`src/hdl/regclk_pkg.sv`:
```
// Behaviour
// - Per-regulator thermal action: shutdown, optionally deep fail-safe
// - Low-side gate drive: slow, medium, fast, ultra
// - High-side gate drive: same four-level encoding
// - Spread range bit selects 23 or 94 kHz
// - Modulation only while enable bit is one
// - Frequency output delayed by phase-field cycles
// - Clock choice bit picks first or second option
// - Writing one requests external input; reads zero
// - External input divided by one or six
// - Power-on reset restores every writable field
// - Live status: external input currently selected
// - Live status: PLL locked
package regclk_pkg;

  // Register access port geometry
  localparam int REG_DATA_W = 16;
  localparam int REG_SEL_W = 2;

  // Register selects
  localparam logic [REG_SEL_W-1:0] SEL_PROT = 2'h0;
  localparam logic [REG_SEL_W-1:0] SEL_OSC = 2'h1;
  localparam logic [REG_SEL_W-1:0] SEL_STATUS = 2'h2;

  // Regulator protection and slew register field positions
  localparam int POS_CORE_TSD = 12;
  localparam int POS_SECOND_TSD = 10;
  localparam int POS_LINEAR_TSD = 9;
  localparam int POS_LOW_SLEW = 3;
  localparam int POS_HIGH_SLEW = 0;

  // Oscillator register field positions
  localparam int POS_RANGE = 15;
  localparam int POS_SRC_SEL = 11;
  localparam int POS_PHASE = 8;
  localparam int POS_CLK_CHOICE = 7;
  localparam int POS_EXT_REQ = 6;
  localparam int POS_DIVIDER = 5;
  localparam int POS_SPREAD_EN = 4;
  localparam int POS_TUNE = 0;

  // Status register field positions
  localparam int POS_PLL_LOCK = 8;
  localparam int POS_EXT_ACTIVE = 7;

  // Read masks: reserved bits read as zero
  localparam logic [REG_DATA_W-1:0] PROT_RMASK = 16'h161B;
  localparam logic [REG_DATA_W-1:0] OSC_RMASK = 16'hFFBF;

  // Reset values
  localparam logic [1:0] LOW_SLEW_RESET = 2'h3;
  localparam logic [REG_DATA_W-1:0] OSC_RESET = 16'h0000;

  // Timing and counts
  localparam int SYNC_STAGES = 2;
  localparam int PHASE_W = 3;
  localparam int DELAY_DEPTH = 8;
  localparam int EXTERNAL_INPUT_DIVIDER_RATIO = 6;
  localparam int FIN_HALF_RATIO = EXTERNAL_INPUT_DIVIDER_RATIO / 2;
  localparam logic [1:0] FIN_HALF_LAST = 2'(FIN_HALF_RATIO - 1);

  // Gate drive strength encoding
  typedef enum logic [1:0] {
    SLEW_SLOW = 2'b00,
    SLEW_MEDIUM = 2'b01,
    SLEW_FAST = 2'b10,
    SLEW_ULTRA = 2'b11
  } slew_t;

  // Spread spectrum modulation range
  typedef enum logic {
    RANGE_23KHZ = 1'b0,
    RANGE_94KHZ = 1'b1
  } spread_range_t;

  // Start-up sequencing of the register bank
  typedef enum logic {
    ST_LOAD = 1'b0,
    ST_RUN = 1'b1
  } bank_state_t;

  // Regulator protection and slew configuration
  typedef struct packed {
    logic core_buck_thermal_action;
    logic second_buck_thermal_action;
    logic linear_reg_thermal_action;
    slew_t prereg_lowside_slew;
    slew_t prereg_highside_slew;
  } prot_cfg_t;

  // Oscillator and clock configuration
  typedef struct packed {
    spread_range_t spread_range_select;
    logic [3:0] freq_out_source_select;
    logic [PHASE_W-1:0] freq_out_phase_shift;
    logic freq_out_clock_choice;
    logic external_input_divider;
    logic spread_spectrum_enable;
    logic [3:0] clock_tune;
  } osc_cfg_t;

endpackage

```
`src/hdl/phase_delay_line.sv`:
```
`timescale 1ns/100ps
// Programmable delay of a one-bit signal, tap output registered
module phase_delay_line
  import regclk_pkg::*;
#(
  parameter int DEPTH = DELAY_DEPTH,
  parameter int SEL_W = PHASE_W
) (
  // Clock and reset
  input wire logic clock_i,
  input wire logic rst_n_i,
  // Signal path
  input wire logic data_i,
  input wire logic [SEL_W-1:0] shift_i,
  output logic data_o
);

  logic [DEPTH-1:0] taps_reg; // Bit 0 holds the input delayed by one cycle

  // Tap 0 follows the input combinationally so shift 0 adds no cycle
  logic [DEPTH-1:0] taps_all;
  assign taps_all = {taps_reg[DEPTH-2:0], data_i};

  // Shift chain, one stage per clock
  always_ff @(posedge clock_i or negedge rst_n_i) begin
    if (!rst_n_i) begin
      taps_reg <= '0;
    end else begin
      taps_reg <= taps_all;
    end
  end

  // Registered tap select; a fixed output stage keeps relative shifts exact
  always_ff @(posedge clock_i or negedge rst_n_i) begin
    if (!rst_n_i) begin
      data_o <= 1'b0;
    end else begin
      data_o <= taps_all[shift_i];
    end
  end

endmodule

```
`src/hdl/regulator_clock_config_regs.sv`:
```
`timescale 1ns/100ps
// Regulator protection/slew and oscillator configuration register bank
module regulator_clock_config_regs
  import regclk_pkg::*;
(
  // Clock and reset
  input wire logic clock_i,
  input wire logic rst_n_i,
  // Register access from the serial frame decoder
  input wire logic reg_wr_i,
  input wire logic reg_rd_i,
  input wire logic [REG_SEL_W-1:0] reg_sel_i,
  input wire logic [REG_DATA_W-1:0] reg_wdata_i,
  output logic [REG_DATA_W-1:0] reg_rdata_o,
  output logic reg_rvalid_o,
  output logic reg_ready_o,
  // One-time-programmable defaults, static after power-up
  input wire logic [2:0] otp_thermal_action_i,
  input wire logic [1:0] otp_highside_slew_i,
  // Thermal shutdown events from the analog side
  input wire logic [2:0] thermal_shutdown_i,
  output logic [2:0] regulator_shutdown_o,
  output logic deep_failsafe_request_o,
  // Gate drive strength to the pre-regulator driver
  output slew_t prereg_lowside_slew_o,
  output slew_t prereg_highside_slew_o,
  // Main oscillator spread spectrum
  output logic spread_modulation_on_o,
  output spread_range_t spread_range_o,
  output logic [3:0] clock_tune_o,
  // Frequency output path
  input wire logic first_clock_option_i,
  input wire logic second_clock_option_i,
  output logic [3:0] freq_out_source_select_o,
  output logic freq_output_pin_o,
  // External frequency input path
  input wire logic freq_input_pin_i,
  output logic pll_ref_input_o,
  output logic external_input_select_request_o,
  // Live PLL status from the analog side
  input wire logic external_input_active_i,
  input wire logic pll_locked_i,
  // Whole configuration for other logic
  output prot_cfg_t prot_cfg_o,
  output osc_cfg_t osc_cfg_o
);

  // Register select decode, used by write, read and request paths
  // A single decode keeps the three paths from drifting apart
  function automatic logic hit(input logic [REG_SEL_W-1:0] sel,
                               input logic [REG_SEL_W-1:0] target);
    hit = (sel == target);
  endfunction

  bank_state_t state_reg; // Start-up sequencing
  prot_cfg_t prot_reg; // Protection and slew configuration
  osc_cfg_t osc_reg; // Oscillator configuration
  logic ext_req_reg; // One-cycle external-input request
  logic [REG_DATA_W-1:0] rdata_reg; // Read data stage
  logic rvalid_reg; // Read data valid
  logic run; // Bank accepts accesses

  // Synchronisers for asynchronous analog and pin inputs
  logic [2:0] tsd_meta_reg;
  logic [2:0] tsd_sync_reg;
  logic [2:0] tsd_prev_reg; // Previous synced level for edge detect
  logic [1:0] stat_meta_reg; // {pll lock, ext active}
  logic [1:0] stat_sync_reg;
  logic [1:0] clkopt_meta_reg; // {second, first}
  logic [1:0] clkopt_sync_reg;
  logic fin_meta_reg;
  logic fin_sync_reg;
  logic fin_prev_reg; // Previous synced input for edge detect
  logic [1:0] fin_cnt_reg; // Rising edges since last toggle
  logic external_input_divider_reg; // Divided-by-six square wave
  logic pll_ref_reg; // Selected PLL reference
  logic [2:0] shutdown_reg; // Shutdown pulses
  logic failsafe_reg; // Deep fail-safe pulse

  // Write data re-packed into the structs, reserved positions dropped
  prot_cfg_t prot_wr;
  osc_cfg_t osc_wr;

  assign run = (state_reg == ST_RUN);

  // Unpack host write data into field structs
  always_comb begin
    prot_wr.core_buck_thermal_action = reg_wdata_i[POS_CORE_TSD];
    prot_wr.second_buck_thermal_action = reg_wdata_i[POS_SECOND_TSD];
    prot_wr.linear_reg_thermal_action = reg_wdata_i[POS_LINEAR_TSD];
    prot_wr.prereg_lowside_slew = slew_t'(reg_wdata_i[POS_LOW_SLEW +: 2]);
    prot_wr.prereg_highside_slew = slew_t'(reg_wdata_i[POS_HIGH_SLEW +: 2]);
    osc_wr.spread_range_select = spread_range_t'(reg_wdata_i[POS_RANGE]);
    osc_wr.freq_out_source_select = reg_wdata_i[POS_SRC_SEL +: 4];
    osc_wr.freq_out_phase_shift = reg_wdata_i[POS_PHASE +: PHASE_W];
    osc_wr.freq_out_clock_choice = reg_wdata_i[POS_CLK_CHOICE];
    osc_wr.external_input_divider = reg_wdata_i[POS_DIVIDER];
    osc_wr.spread_spectrum_enable = reg_wdata_i[POS_SPREAD_EN];
    osc_wr.clock_tune = reg_wdata_i[POS_TUNE +: 4];
  end

  // Start-up: one cycle after reset release the OTP straps are captured
  always_ff @(posedge clock_i or negedge rst_n_i) begin
    if (!rst_n_i) begin
      state_reg <= ST_LOAD;
    end else begin
      // Two states only; both codes are legal, so no default arm
      unique case (state_reg)
        ST_LOAD: state_reg <= ST_RUN;
        ST_RUN: state_reg <= ST_RUN;
      endcase
    end
  end

  // Protection register; OTP fields cannot be taken under reset itself
  always_ff @(posedge clock_i or negedge rst_n_i) begin
    if (!rst_n_i) begin
      prot_reg.core_buck_thermal_action <= 1'b0;
      prot_reg.second_buck_thermal_action <= 1'b0;
      prot_reg.linear_reg_thermal_action <= 1'b0;
      prot_reg.prereg_lowside_slew <= slew_t'(LOW_SLEW_RESET);
      prot_reg.prereg_highside_slew <= SLEW_SLOW;
    end else if (!run) begin
      // Straps loaded at the first edge after release
      prot_reg.core_buck_thermal_action <= otp_thermal_action_i[0];
      prot_reg.second_buck_thermal_action <= otp_thermal_action_i[1];
      prot_reg.linear_reg_thermal_action <= otp_thermal_action_i[2];
      prot_reg.prereg_highside_slew <= slew_t'(otp_highside_slew_i);
    end else if (reg_wr_i && hit(reg_sel_i, SEL_PROT)) begin
      // Reserved positions never reach storage
      prot_reg <= prot_wr;
    end
  end

  // Oscillator register; the request bit is not stored
  always_ff @(posedge clock_i or negedge rst_n_i) begin
    if (!rst_n_i) begin
      osc_reg <= osc_cfg_t'(OSC_RESET);
    end else if (run && reg_wr_i && hit(reg_sel_i, SEL_OSC)) begin
      osc_reg <= osc_wr;
    end
  end

  // External input request: a one written makes a pulse, zero does nothing
  always_ff @(posedge clock_i or negedge rst_n_i) begin
    if (!rst_n_i) begin
      ext_req_reg <= 1'b0;
    end else begin
      // Not stored: the bit reads back as zero like a reserved one
      ext_req_reg <= run && reg_wr_i && hit(reg_sel_i, SEL_OSC)
                     && reg_wdata_i[POS_EXT_REQ];
    end
  end

  // Synchronise thermal events, status bits, clock options and input pin
  always_ff @(posedge clock_i or negedge rst_n_i) begin
    if (!rst_n_i) begin
      tsd_meta_reg <= '0;
      tsd_sync_reg <= '0;
      stat_meta_reg <= '0;
      stat_sync_reg <= '0;
      clkopt_meta_reg <= '0;
      clkopt_sync_reg <= '0;
      fin_meta_reg <= 1'b0;
      fin_sync_reg <= 1'b0;
    end else begin
      // First stage may go metastable; only the second stage is read
      tsd_meta_reg <= thermal_shutdown_i;
      tsd_sync_reg <= tsd_meta_reg;
      stat_meta_reg <= {pll_locked_i, external_input_active_i};
      stat_sync_reg <= stat_meta_reg;
      clkopt_meta_reg <= {second_clock_option_i, first_clock_option_i};
      clkopt_sync_reg <= clkopt_meta_reg;
      fin_meta_reg <= freq_input_pin_i;
      fin_sync_reg <= fin_meta_reg;
    end
  end

  // Thermal shutdown: each rising event shuts its regulator down, and
  // escalates to deep fail-safe where its action bit is set
  always_ff @(posedge clock_i or negedge rst_n_i) begin
    if (!rst_n_i) begin
      tsd_prev_reg <= '0;
      shutdown_reg <= '0;
      failsafe_reg <= 1'b0;
    end else begin
      // A level that stays high gives one pulse only; it must fall first
      tsd_prev_reg <= tsd_sync_reg;
      shutdown_reg <= tsd_sync_reg & ~tsd_prev_reg;
      failsafe_reg <= |(tsd_sync_reg & ~tsd_prev_reg & {prot_reg.linear_reg_thermal_action,
                        prot_reg.second_buck_thermal_action,
                        prot_reg.core_buck_thermal_action});
    end
  end

  // Divide-by-six: toggle every third rising edge of the synced input;
  // the input must stay below half the bank clock to be seen
  always_ff @(posedge clock_i or negedge rst_n_i) begin
    if (!rst_n_i) begin
      fin_prev_reg <= 1'b0;
      fin_cnt_reg <= '0;
      external_input_divider_reg <= 1'b0;
    end else begin
      fin_prev_reg <= fin_sync_reg;
      // Count rising edges only; the counter wraps at each toggle
      if (fin_sync_reg && !fin_prev_reg) begin
        if (fin_cnt_reg == FIN_HALF_LAST) begin
          fin_cnt_reg <= '0;
          external_input_divider_reg <= !external_input_divider_reg;
        end else begin
          fin_cnt_reg <= fin_cnt_reg + 2'h1;
        end
      end
    end
  end

  // Divider selection toward the PLL reference
  always_ff @(posedge clock_i or negedge rst_n_i) begin
    if (!rst_n_i) begin
      pll_ref_reg <= 1'b0;
    end else begin
      // Registered so the reference cannot glitch when the divider flips
      pll_ref_reg <= osc_reg.external_input_divider ? external_input_divider_reg : fin_sync_reg;
    end
  end

  // Frequency output clock choice feeds the phase delay
  logic freq_output_pin_clock_sel;
  assign freq_output_pin_clock_sel = osc_reg.freq_out_clock_choice ? clkopt_sync_reg[1]
                                                        : clkopt_sync_reg[0];

  // Phase shift in whole bank clock cycles
  // Limitation: one step is one bank cycle, coarser than a faster clock
  phase_delay_line #(
    .DEPTH(DELAY_DEPTH),
    .SEL_W(PHASE_W)
  ) u_phase (
    .clock_i(clock_i),
    .rst_n_i(rst_n_i),
    .data_i(freq_output_pin_clock_sel),
    .shift_i(osc_reg.freq_out_phase_shift),
    .data_o(freq_output_pin_o)
  );

  // Read data: reserved bits zero, request bit reads zero, status is live
  always_ff @(posedge clock_i or negedge rst_n_i) begin
    if (!rst_n_i) begin
      rdata_reg <= '0;
      rvalid_reg <= 1'b0;
    end else begin
      rvalid_reg <= run && reg_rd_i;
      if (run && reg_rd_i) begin
        if (hit(reg_sel_i, SEL_PROT)) begin
          // Reserved positions stay zero
          rdata_reg <= '0;
          rdata_reg[POS_CORE_TSD] <= prot_reg.core_buck_thermal_action;
          rdata_reg[POS_SECOND_TSD] <= prot_reg.second_buck_thermal_action;
          rdata_reg[POS_LINEAR_TSD] <= prot_reg.linear_reg_thermal_action;
          rdata_reg[POS_LOW_SLEW +: 2] <= prot_reg.prereg_lowside_slew;
          rdata_reg[POS_HIGH_SLEW +: 2] <= prot_reg.prereg_highside_slew;
        end else if (hit(reg_sel_i, SEL_OSC)) begin
          // Request position stays zero, the bit is write-only
          rdata_reg <= '0;
          rdata_reg[POS_RANGE] <= osc_reg.spread_range_select;
          rdata_reg[POS_SRC_SEL +: 4] <= osc_reg.freq_out_source_select;
          rdata_reg[POS_PHASE +: PHASE_W] <= osc_reg.freq_out_phase_shift;
          rdata_reg[POS_CLK_CHOICE] <= osc_reg.freq_out_clock_choice;
          rdata_reg[POS_DIVIDER] <= osc_reg.external_input_divider;
          rdata_reg[POS_SPREAD_EN] <= osc_reg.spread_spectrum_enable;
          rdata_reg[POS_TUNE +: 4] <= osc_reg.clock_tune;
        end else if (hit(reg_sel_i, SEL_STATUS)) begin
          // Live synced levels, never latched
          rdata_reg <= '0;
          rdata_reg[POS_PLL_LOCK] <= stat_sync_reg[1];
          rdata_reg[POS_EXT_ACTIVE] <= stat_sync_reg[0];
        end else begin
          // Unmapped select reads zero
          rdata_reg <= '0;
        end
      end
    end
  end

  // Outputs
  assign reg_rdata_o = rdata_reg;
  assign reg_rvalid_o = rvalid_reg;
  // Ready is low under reset and in the strap load cycle
  assign reg_ready_o = run;
  assign regulator_shutdown_o = shutdown_reg;
  assign deep_failsafe_request_o = failsafe_reg;
  assign prereg_lowside_slew_o = prot_reg.prereg_lowside_slew;
  assign prereg_highside_slew_o = prot_reg.prereg_highside_slew;
  // Range is only meaningful while modulating
  assign spread_modulation_on_o = osc_reg.spread_spectrum_enable;
  assign spread_range_o = osc_reg.spread_range_select;
  assign clock_tune_o = osc_reg.clock_tune;
  assign freq_out_source_select_o = osc_reg.freq_out_source_select;
  assign pll_ref_input_o = pll_ref_reg;
  // Pulse only; the clock side owns the actual switch-over
  assign external_input_select_request_o = ext_req_reg;
  // Full images for logic outside this bank
  assign prot_cfg_o = prot_reg;
  assign osc_cfg_o = osc_reg;

endmodule

```
`config.mk`:
```
export PLATFORM = sky130hd
export DESIGN_NAME = regulator_clock_config_regs
export DESIGN_NICKNAME = d
export VERILOG_FILES = /design/src/hdl/regclk_pkg.sv /design/src/hdl/phase_delay_line.sv /design/src/hdl/regulator_clock_config_regs.sv
export SDC_FILE = /design/constraint.sdc
export NUM_CORES = 1
export LEC_CHECK = 0
export ABC_CLOCK_PERIOD_IN_PS = 1400
export BUFFER_PORTS_ARGS = -buffer_cell sky130_fd_sc_hd__buf_2
export CAP_MARGIN = 15
export CORE_AREA = 2 2 83 85
export CTS_CLUSTER_DIAMETER = 120
export DETAILED_ROUTE_END_ITERATION = 10
export DIE_AREA = 0 0 85 87
export PLACE_DENSITY = 0.76
export SYNTH_ARGS = -nofsm -noshare
export SYNTH_HDL_FRONTEND = slang
export SYNTH_SLANG_ARGS = --single-unit
export TNS_END_PERCENT = 20
```
`constraint.sdc`:
```
create_clock -name clock_i -period 1.4 [get_ports clock_i]
set_input_delay 0.14 -clock clock_i [delete_from_list [all_inputs] [get_ports clock_i]]
set_output_delay 0.14 -clock clock_i [all_outputs]
set_load 0.01 [all_outputs]
```
==> flow_metrics.env, run 1 <==
export IMPL_status="complete, but fails checks"
export IMPL_violations="negative setup slack"
export IMPL_clk_latency_ns=0.34
export IMPL_met3_usage=0.0351
export IMPL_hold_viol=0
export IMPL_overflow=0
export IMPL_cp_arrival_ns=1.73
export IMPL_grt_busiest_layer="met2"
export IMPL_clock_fmax_ghz=0.661
export IMPL_cts_setup_buffers=0
export IMPL_reg2reg_depth=3
export IMPL_vias=1791
export IMPL_ir_drop_mv=0.666
export IMPL_p_per_area_nw_per_um2=1490
export IMPL_cts_resized_gates=0
export IMPL_initial_core_util=0.427
export IMPL_port_buffers=94
export IMPL_hpwl_um=3900
export IMPL_seq_area_frac_synth=0.679
export IMPL_fin_nets=334
export IMPL_hold_depth=2
export IMPL_crit_family="multiplexers"
export IMPL_cp_max_fo=2
export IMPL_critPathLaunchType="flip-flop"
export IMPL_gr_usage_met1=0.204
export IMPL_fin_area_um2=3640
export IMPL_drive_gt1_frac=0.484
export IMPL_syn_nets=228
export IMPL_met2_usage=0.252
export IMPL_rows=30
export IMPL_vias_per_cell=4.66
export IMPL_largest_reg_flops=15
export IMPL_antenna_found_initial=0
export IMPL_grt_total_usage=0.157
export IMPL_routed_wl_um=5460
export IMPL_slowest_stage="mux4_2"
export IMPL_numCtsBuffers=9
export IMPL_drv_cap=0
export IMPL_rr_endpoint="u_phase.data_o"
export IMPL_synthCells=193
export IMPL_cts_num_sinks=76
export IMPL_cp_required_ns=1.62
export IMPL_rsz0062_at_grt="true"
export IMPL_h_tree_depth=3
export IMPL_clockBufferDepth=2
export IMPL_drc=0
export IMPL_hold_end="osc_cfg_o[7]"
export IMPL_postSynthAreaPerCell_um2=14.5
export IMPL_dieArea_um2=7400
export IMPL_grt_max_degree=34
export IMPL_ant_nets=0
export IMPL_setup_violations=1
export IMPL_coreArea_um2=6570
export IMPL_p_leak_nw=1.84
export IMPL_r2r_setup_slack_ns=-0.11
export IMPL_skew_ns=0.0103
export IMPL_cp_slowest_stage_delay_ns=0.44
export IMPL_fp_dieW_um=85
export IMPL_cts_tree="done"
export IMPL_drt_iter0_markers=74
export IMPL_min_path_type="in2reg"
export IMPL_finalCritPeriodShare=1.08
export IMPL_finalSetupTns_ns=-0.112
export IMPL_worstReg2RegStart="osc_cfg_o[6]"
export IMPL_clk_pin_slew_worst_paths_ns=0.07
export IMPL_first_global_vias=1830
export IMPL_grt_pass1_wl_um=8850
export IMPL_cp_cell_sequence="mux2_4, mux4_2, mux2_2"
export IMPL_end_kind="flip-flop"
export IMPL_yosysUniqueCellTypes=27
export IMPL_synth_seq_cells=76
export IMPL_dr_pass1_iters=3
export IMPL_area_growth_synth_to_final_pct=30.0
export IMPL_diodes=0
export IMPL_synth_warnings=0
export IMPL_maxSlewViolCount=0
export IMPL_path_buf_inv=0
export IMPL_root_buffer="clkbuf_8"
export IMPL_hp_start="reg_wdata_i[8]"
export IMPL_drt_wirelength_per_cell_um=14.2
export IMPL_postPlaceCellArea_um2=3330
export IMPL_worst_slack_ns=-0.112
export IMPL_place_congestion=0.762
export IMPL_synthesis_area_um2=2800
export IMPL_ios=96
export IMPL_min_period_ns=1.51
export IMPL_worstSetupPathType="reg2reg"
export IMPL_fp_dieH_um=87
[what timing repair did]
item                                    4_1_cts  5_1_grt
endpoints found under the setup margin        1        1
hold buffers                                 10        0
hold endpoints to repair                     30        0
pin swaps                                     0        0
[area by class of cell]
type                    instances  area [um2]
fillers                       563        2920
clock inverters                 3        43.8
flip-flops and latches         76        1900
well taps                      80         100
repair buffers                115         668
multi-input cells              95         752
clock buffers                  13         169
inverters                       2        7.51
[synth_stat cells]
| cell type | count | area (um2) |
|---|---|---|
| buf_4 | 17 | 128 |
| nand3_4 | 1 | 17.5 |
| nor3_1 | 1 | 5.00 |
| mux2_4 | 1 | 15.0 |
| clkbuf_1 | 3 | 11.3 |
| conb_1 | 2 | 7.51 |
| nor3b_4 | 1 | 18.8 |
| mux2_2 | 19 | 214 |
| dfstp_2 | 2 | 52.6 |
| mux4_2 | 2 | 45.0 |
| dfrtp_1 | 74 | 1850 |
| inv_1 | 2 | 7.51 |
| xor2_1 | 1 | 8.76 |
| nor2_1 | 6 | 22.5 |
| a21o_1 | 1 | 7.51 |
| nor3b_1 | 1 | 7.51 |
| a22o_1 | 6 | 52.6 |
| o21ai_0 | 10 | 50.1 |
| mux2i_1 | 12 | 120 |
| a21oi_1 | 5 | 25.0 |
| a22oi_1 | 3 | 22.5 |
| nor2b_1 | 4 | 25.0 |
| nand2b_1 | 2 | 12.5 |
| or2_0 | 1 | 6.26 |
| nand2_1 | 14 | 52.6 |
| and3_1 | 1 | 6.26 |
| and2b_4 | 1 | 10.0 |
[worst register-to-register path, cell delays in order, from the launching register on]
cell	delay [ns]
dfrtp_1	0.39
mux2_4	0.30
mux4_2	0.44
mux2_2	0.27
[per-stage QoR]
stage	worst slack [ns]	total power, mW	instances	utilization	hold WS (ns)
2_1_floorplan	-0.147	3.34	193	-	-0.156
6_report	-0.112	5.45	384	0.555	0.0327
4_1_cts	-0.123	5.53	384	0.555	0.0126
5_1_grt	-0.127	5.76	384	0.555	0.0115
3_3_place_gp	-0.0947	3.73	358	0.507	0.0577
3_5_place_dp	-0.112	3.77	358	0.507	0.0607
[metal layers]
| metal | up-vias | wire (um) |
|---|---|---|
| li1 | 853 | - |
| met1 | 877 | 2360 |
| met2 | 52 | 2740 |
| met3 | 9 | 258 |
| met4 | 0 | 106 |
| met5 | - | 0 |
[cells by family after synthesis]
| logic type | share of synthesized area |
|---|---|
| flops | 0.679 |
| mux | 0.141 |
| simple gates | 0.0656 |
| compound gates | 0.0562 |
| buf+inv | 0.0522 |
| other cells | 0.00268 |
| xor+xnor | 0.00313 |
[worst max-delay path by stage]
stage                            start        endpoint  slack (ns)  cells after the start
after floorplan           osc_cfg_o[6]  u_phase.data_o       -0.15                      3
after global routing      osc_cfg_o[6]  u_phase.data_o       -0.13                      3
after global placement    osc_cfg_o[6]  u_phase.data_o       -0.09                      3
after detailed placement  osc_cfg_o[6]  u_phase.data_o       -0.11                      3
final                     osc_cfg_o[6]  u_phase.data_o       -0.11                      3
after CTS                 osc_cfg_o[6]  u_phase.data_o       -0.12                      3
[report_power, final]
group,switching (mW),leakage [nW],internal (mW),total (mW)
clock network,0.754,0.110,0.971,1.72
registers,0.203,0.921,2.51,2.71
logic,0.480,0.810,0.527,1.01
[cells in the final DEF (no fill, tap or decap), drive strengths merged]
cell / instances
a21o: 1
a21oi: 5
a22o: 6
a22oi: 3
and2b: 1
and3: 1
buf: 105
bufinv: 1
clkbuf: 13
clkinv: 2
conb: 2
dfrtp: 74
dfstp: 2
dlygate4sd3: 10
inv: 2
mux2: 20
mux2i: 12
mux4: 2
nand2: 14
nand2b: 2
nand3: 1
nor2: 6
nor2b: 4
nor3: 1
nor3b: 2
o21ai: 10
or2: 1
xor2: 1
No activity file was read; power rests on OpenSTA's default activity.
==> run 2: changes to the inputs <==
- CORE_AREA: 2 2 83 85 -> 2 2 96 75
- CTS_BUF_LIST: default -> sky130_fd_sc_hd__clkbuf_16
- DIE_AREA: 0 0 85 87 -> 0 0 98 77
- PLACE_DENSITY: 0.76 -> 0.75
==> flow_metrics.env, run 2 (synthesis gave the netlist of run 1 again) <==
export IMPL_critPathLaunchType="flip-flop"
export IMPL_post_route_util=0.570
export IMPL_fin_nets=334
export IMPL_area_growth_synth_to_final_pct=34.3
export IMPL_clockBufferDepth=2
export IMPL_p_per_area_nw_per_um2=1650
export IMPL_drv_cap=0
export IMPL_ant_nets=0
export IMPL_pwr_share_seq=0.442
export IMPL_vias=1870
export IMPL_largest_reg_flops=15
export IMPL_ios=96
export IMPL_drc=0
export IMPL_pre_cts_ws_ns=-0.132
export IMPL_cp_arrival_ns=1.74
export IMPL_fp_dieH_um=77
export IMPL_p_clk_frac=0.392
export IMPL_final_common_cell="buf_2"
export IMPL_coreArea_um2=6600
export IMPL_hold_viol=0
export IMPL_internal_power_mw=4.60
export IMPL_h_tree_depth=3
export IMPL_first_global_vias=1886
export IMPL_combPwrFrac=0.166
export IMPL_place_congestion=0.743
export IMPL_p_sw_frac=0.257
export IMPL_skew_ns=0.00365
export IMPL_drive_gt1_frac=0.493
export IMPL_root_buffer="clkbuf_16"
export IMPL_final_cell_mix="buf_2, dfrtp_1, mux2_2, nand2_1, mux2i_1"
export IMPL_clock_fmax_ghz=0.653
export IMPL_worst_slack_ns=-0.131
export IMPL_status="complete, but fails checks"
export IMPL_maxSlewViolCount=0
export IMPL_initial_core_util=0.424
export IMPL_routed_wl_um=5980
export IMPL_min_period_ns=1.53
export IMPL_dieArea_um2=7550
export IMPL_port_buffers=94
export IMPL_grt_max_degree=50
export IMPL_fin_total_pwr_mw=6.20
export IMPL_finalCritPeriodShare=1.09
export IMPL_antenna_found_initial=0
export IMPL_min_path_type="in2reg"
export IMPL_cp_max_fo=2
export IMPL_numCtsBuffers=9
export IMPL_diodes=0
export IMPL_grt_pass1_wl_um=9820
export IMPL_final_cells=388
export IMPL_drt_wirelength_per_cell_um=15.4
export IMPL_hpwl_um=4260
export IMPL_overflow=0
export IMPL_holdWs_ns=0.0181
export IMPL_fp_dieW_um=98
export IMPL_fin_area_um2=3760
export IMPL_ir_drop_mv=0.924
export IMPL_clk_pin_slew_worst_paths_ns=0.06
export IMPL_cp_required_ns=1.61
export IMPL_dr_pass1_iters=4
export IMPL_rows=26
export IMPL_cts_tree="done"
export IMPL_worstSetupPathType="reg2reg"
export IMPL_p_leak_nw=1.89
export IMPL_dp_cells=362
export IMPL_finalSetupTns_ns=-0.131
export IMPL_switchingPower_mw=1.60
export IMPL_postPlaceCellArea_um2=3350
export IMPL_setup_violations=1
export IMPL_rsz0062_at_grt="true"
export IMPL_clk_latency_ns=0.33
export IMPL_violations="negative setup slack"
export IMPL_vias_per_cell=4.82
export IMPL_grt_total_usage=0.169
export IMPL_drt_iter0_markers=83
export IMPL_end_kind="flip-flop"
export IMPL_cts_num_sinks=76
run 2: worst max-delay path: stages, from the launching register on:
cell and delay, ns:
dfrtp_1 0.39, mux2_4 0.31, mux4_2 0.44, mux2_2 0.27
run 2: layout make-up:
| type | count | area, um2 |
|---|---|---|
| Sequential cell | 76 | 1910 |
| Multi-Input combinational cell | 95 | 752 |
| Inverter | 2 | 7.51 |
| Clock buffer | 9 | 225 |
| Clock inverter | 7 | 91.3 |
| Tap cell | 84 | 105 |
| Fill cell | 582 | 2840 |
| Timing Repair Buffer | 115 | 678 |
run 2: power by group through the flow:
stage	clock, mW	combinational [mW]	sequential, mW
after floorplan	0	0.497	2.84
after global placement	0	0.989	2.75
after detailed placement	0	1.02	2.77
after CTS	2.47	1.05	2.74
after global routing	2.57	1.12	2.79
final	2.43	1.03	2.74
run 2: metal layers:
layer / global-route usage / part of all wire / vias to the layer above
met3: 0.0529 / 0.061 / 8
li1: - / - / 853
met1: 0.221 / 0.45 / 939
met5: 0 / 0 / -
met4: 0.0556 / 0.0095 / 0
met2: 0.270 / 0.48 / 70
run 2: timing repair:
action,CTS,global route
hold buffers,9,0
resized for setup,0,1
setup buffers,1,0
hold endpoints to repair,84,0
setup endpoints to repair,1,23
run 2: worst paths after layout:
| check | slack [ns] | from | endpoint | cells past startpoint |
|---|---|---|---|---|
| max | -0.13 | osc_cfg_o[6] | u_phase.data_o | 3 |
| min | 0.02 | reg_wdata_i[6] | external_input_select_request_o | 3 |
| max reg2reg | -0.13 | osc_cfg_o[6] | u_phase.data_o | 3 |
| min reg2reg | 0.35 | stat_meta_reg[0] | stat_sync_reg[0] | 0 |
| max in group asynchronous | 0.83 | rst_n_i | clkopt_meta_reg[0] | 3 |
| min in group asynchronous | 0.31 | rst_n_i | prot_cfg_o[6] | 3 |
==> run 3: changes to the inputs <==
- PLACE_DENSITY: 0.75 -> 0.81
==> flow_metrics.env, run 3 (synthesis gave the netlist of run 1 again) <==
export IMPL_drt_wirelength_per_cell_um=14.9
export IMPL_vias=1807
export IMPL_clk_latency_ns=0.33
export IMPL_critPathLaunchType="flip-flop"
export IMPL_initial_core_util=0.424
export IMPL_fin_nets=333
export IMPL_p_leak_nw=1.87
export IMPL_cts_num_sinks=76
export IMPL_routed_wl_um=5780
export IMPL_hold_viol=0
export IMPL_root_buffer="clkbuf_16"
export IMPL_final_common_cell="buf_2"
export IMPL_worst_slack_ns=-0.120
export IMPL_cp_required_ns=1.61
export IMPL_vias_per_cell=4.67
export IMPL_port_buffers=94
export IMPL_finalSetupTns_ns=-0.120
export IMPL_coreArea_um2=6600
export IMPL_dp_cells=362
export IMPL_h_tree_depth=3
export IMPL_fin_area_um2=3710
export IMPL_numCtsBuffers=9
export IMPL_rows=26
export IMPL_final_cell_mix="buf_2, dfrtp_1, mux2_2, nand2_1, mux2i_1"
export IMPL_clock_fmax_ghz=0.658
export IMPL_violations="negative setup slack"
export IMPL_ant_nets=0
export IMPL_cp_arrival_ns=1.74
export IMPL_post_route_util=0.563
export IMPL_min_path_type="in2reg"
export IMPL_place_congestion=0.817
export IMPL_holdWs_ns=0.0194
export IMPL_cp_max_fo=2
export IMPL_setup_violations=1
export IMPL_cts_setup_buffers=0
export IMPL_p_per_area_nw_per_um2=1600
export IMPL_clockBufferDepth=2
export IMPL_rsz0062_at_grt="true"
export IMPL_finalCritPeriodShare=1.09
export IMPL_drt_iter0_markers=44
export IMPL_largest_reg_flops=15
export IMPL_maxSlewViolCount=0
export IMPL_area_growth_synth_to_final_pct=32.5
export IMPL_dieArea_um2=7550
export IMPL_p_clk_frac=0.370
export IMPL_drive_gt1_frac=0.488
export IMPL_diodes=0
export IMPL_hpwl_um=4120
export IMPL_status="complete, but fails checks"
export IMPL_cts_tree="done"
export IMPL_postPlaceCellArea_um2=3340
export IMPL_grt_max_degree=31
export IMPL_pwr_share_seq=0.458
export IMPL_clk_pin_slew_worst_paths_ns=0.06
export IMPL_grt_pass1_wl_um=9380
export IMPL_combPwrFrac=0.171
export IMPL_min_period_ns=1.52
export IMPL_internal_power_mw=4.28
export IMPL_overflow=0
export IMPL_end_kind="flip-flop"
export IMPL_worstSetupPathType="reg2reg"
export IMPL_first_global_vias=1846
export IMPL_drv_cap=0
export IMPL_grt_total_usage=0.164
export IMPL_final_cells=387
export IMPL_ios=96
export IMPL_skew_ns=0.00812
export IMPL_drc=0
export IMPL_fp_dieH_um=77
export IMPL_p_sw_frac=0.279
export IMPL_switchingPower_mw=1.66
export IMPL_fp_dieW_um=98
export IMPL_ir_drop_mv=1.11
export IMPL_dr_pass1_iters=4
export IMPL_cts_resized_gates=0
export IMPL_antenna_found_initial=0
[run 3: area by class of cell]
| cell class | count | area (um2) |
|---|---|---|
| flip-flops and latches | 76 | 1900 |
| fillers | 579 | 2890 |
| repair buffers | 114 | 658 |
| well taps | 84 | 105 |
| clock inverters | 7 | 62.6 |
| inverters | 2 | 7.51 |
| multi-input cells | 95 | 752 |
| clock buffers | 9 | 225 |
[run 3: final timing paths]
path,startpoint,end,slack [ns],cells after the start
setup / recovery,osc_cfg_o[6],u_phase.data_o,-0.12,3
setup reg to reg,osc_cfg_o[6],u_phase.data_o,-0.12,3
max in group asynchronous,rst_n_i,prereg_lowside_slew_o[1],0.56,3
hold / removal,reg_wdata_i[6],external_input_select_request_o,0.02,3
hold reg to reg,tsd_meta_reg[2],tsd_sync_reg[2],0.34,0
min in group asynchronous,rst_n_i,fin_sync_reg,0.29,2
[run 3: metrics by stage]
| stage | power (mW) | setup slack (ns) |
|---|---|---|
| floorplan | 3.34 | -0.147 |
| global placement | 3.73 | -0.0948 |
| detailed placement | 3.77 | -0.127 |
| CTS | 6.02 | -0.131 |
| global route | 6.22 | -0.146 |
| finish | 5.94 | -0.120 |
[run 3: what timing repair did]
action                                  CTS  global route
hold buffers                              9             0
hold endpoints to repair                 33             0
endpoints found under the setup margin    1             1
[run 3: layer usage]
layer	track usage	vias up	share of wire	wire length, um
met5	0	-	0	0
met4	0.0431	0	0.0090	52
met3	0.0583	7	0.060	348
met2	0.266	64	0.48	2790
met1	0.210	876	0.45	2590
li1	-	860	-	-
[run 3: critical path, stage by stage (launching register included)]
cell and delay (ns):
dfrtp_1 0.39, mux2_4 0.31, mux4_2 0.44, mux2_2 0.27
[run 3: power by group through the flow]
| stage | clock [mW] | sequential, mW | combinational, mW |
|---|---|---|---|
| final | 2.20 | 2.72 | 1.02 |
| after global routing | 2.34 | 2.77 | 1.11 |
| after CTS | 2.25 | 2.73 | 1.04 |
| after detailed placement | 0 | 2.76 | 1.01 |
| after global placement | 0 | 2.74 | 0.990 |
| after floorplan | 0 | 2.84 | 0.497 |
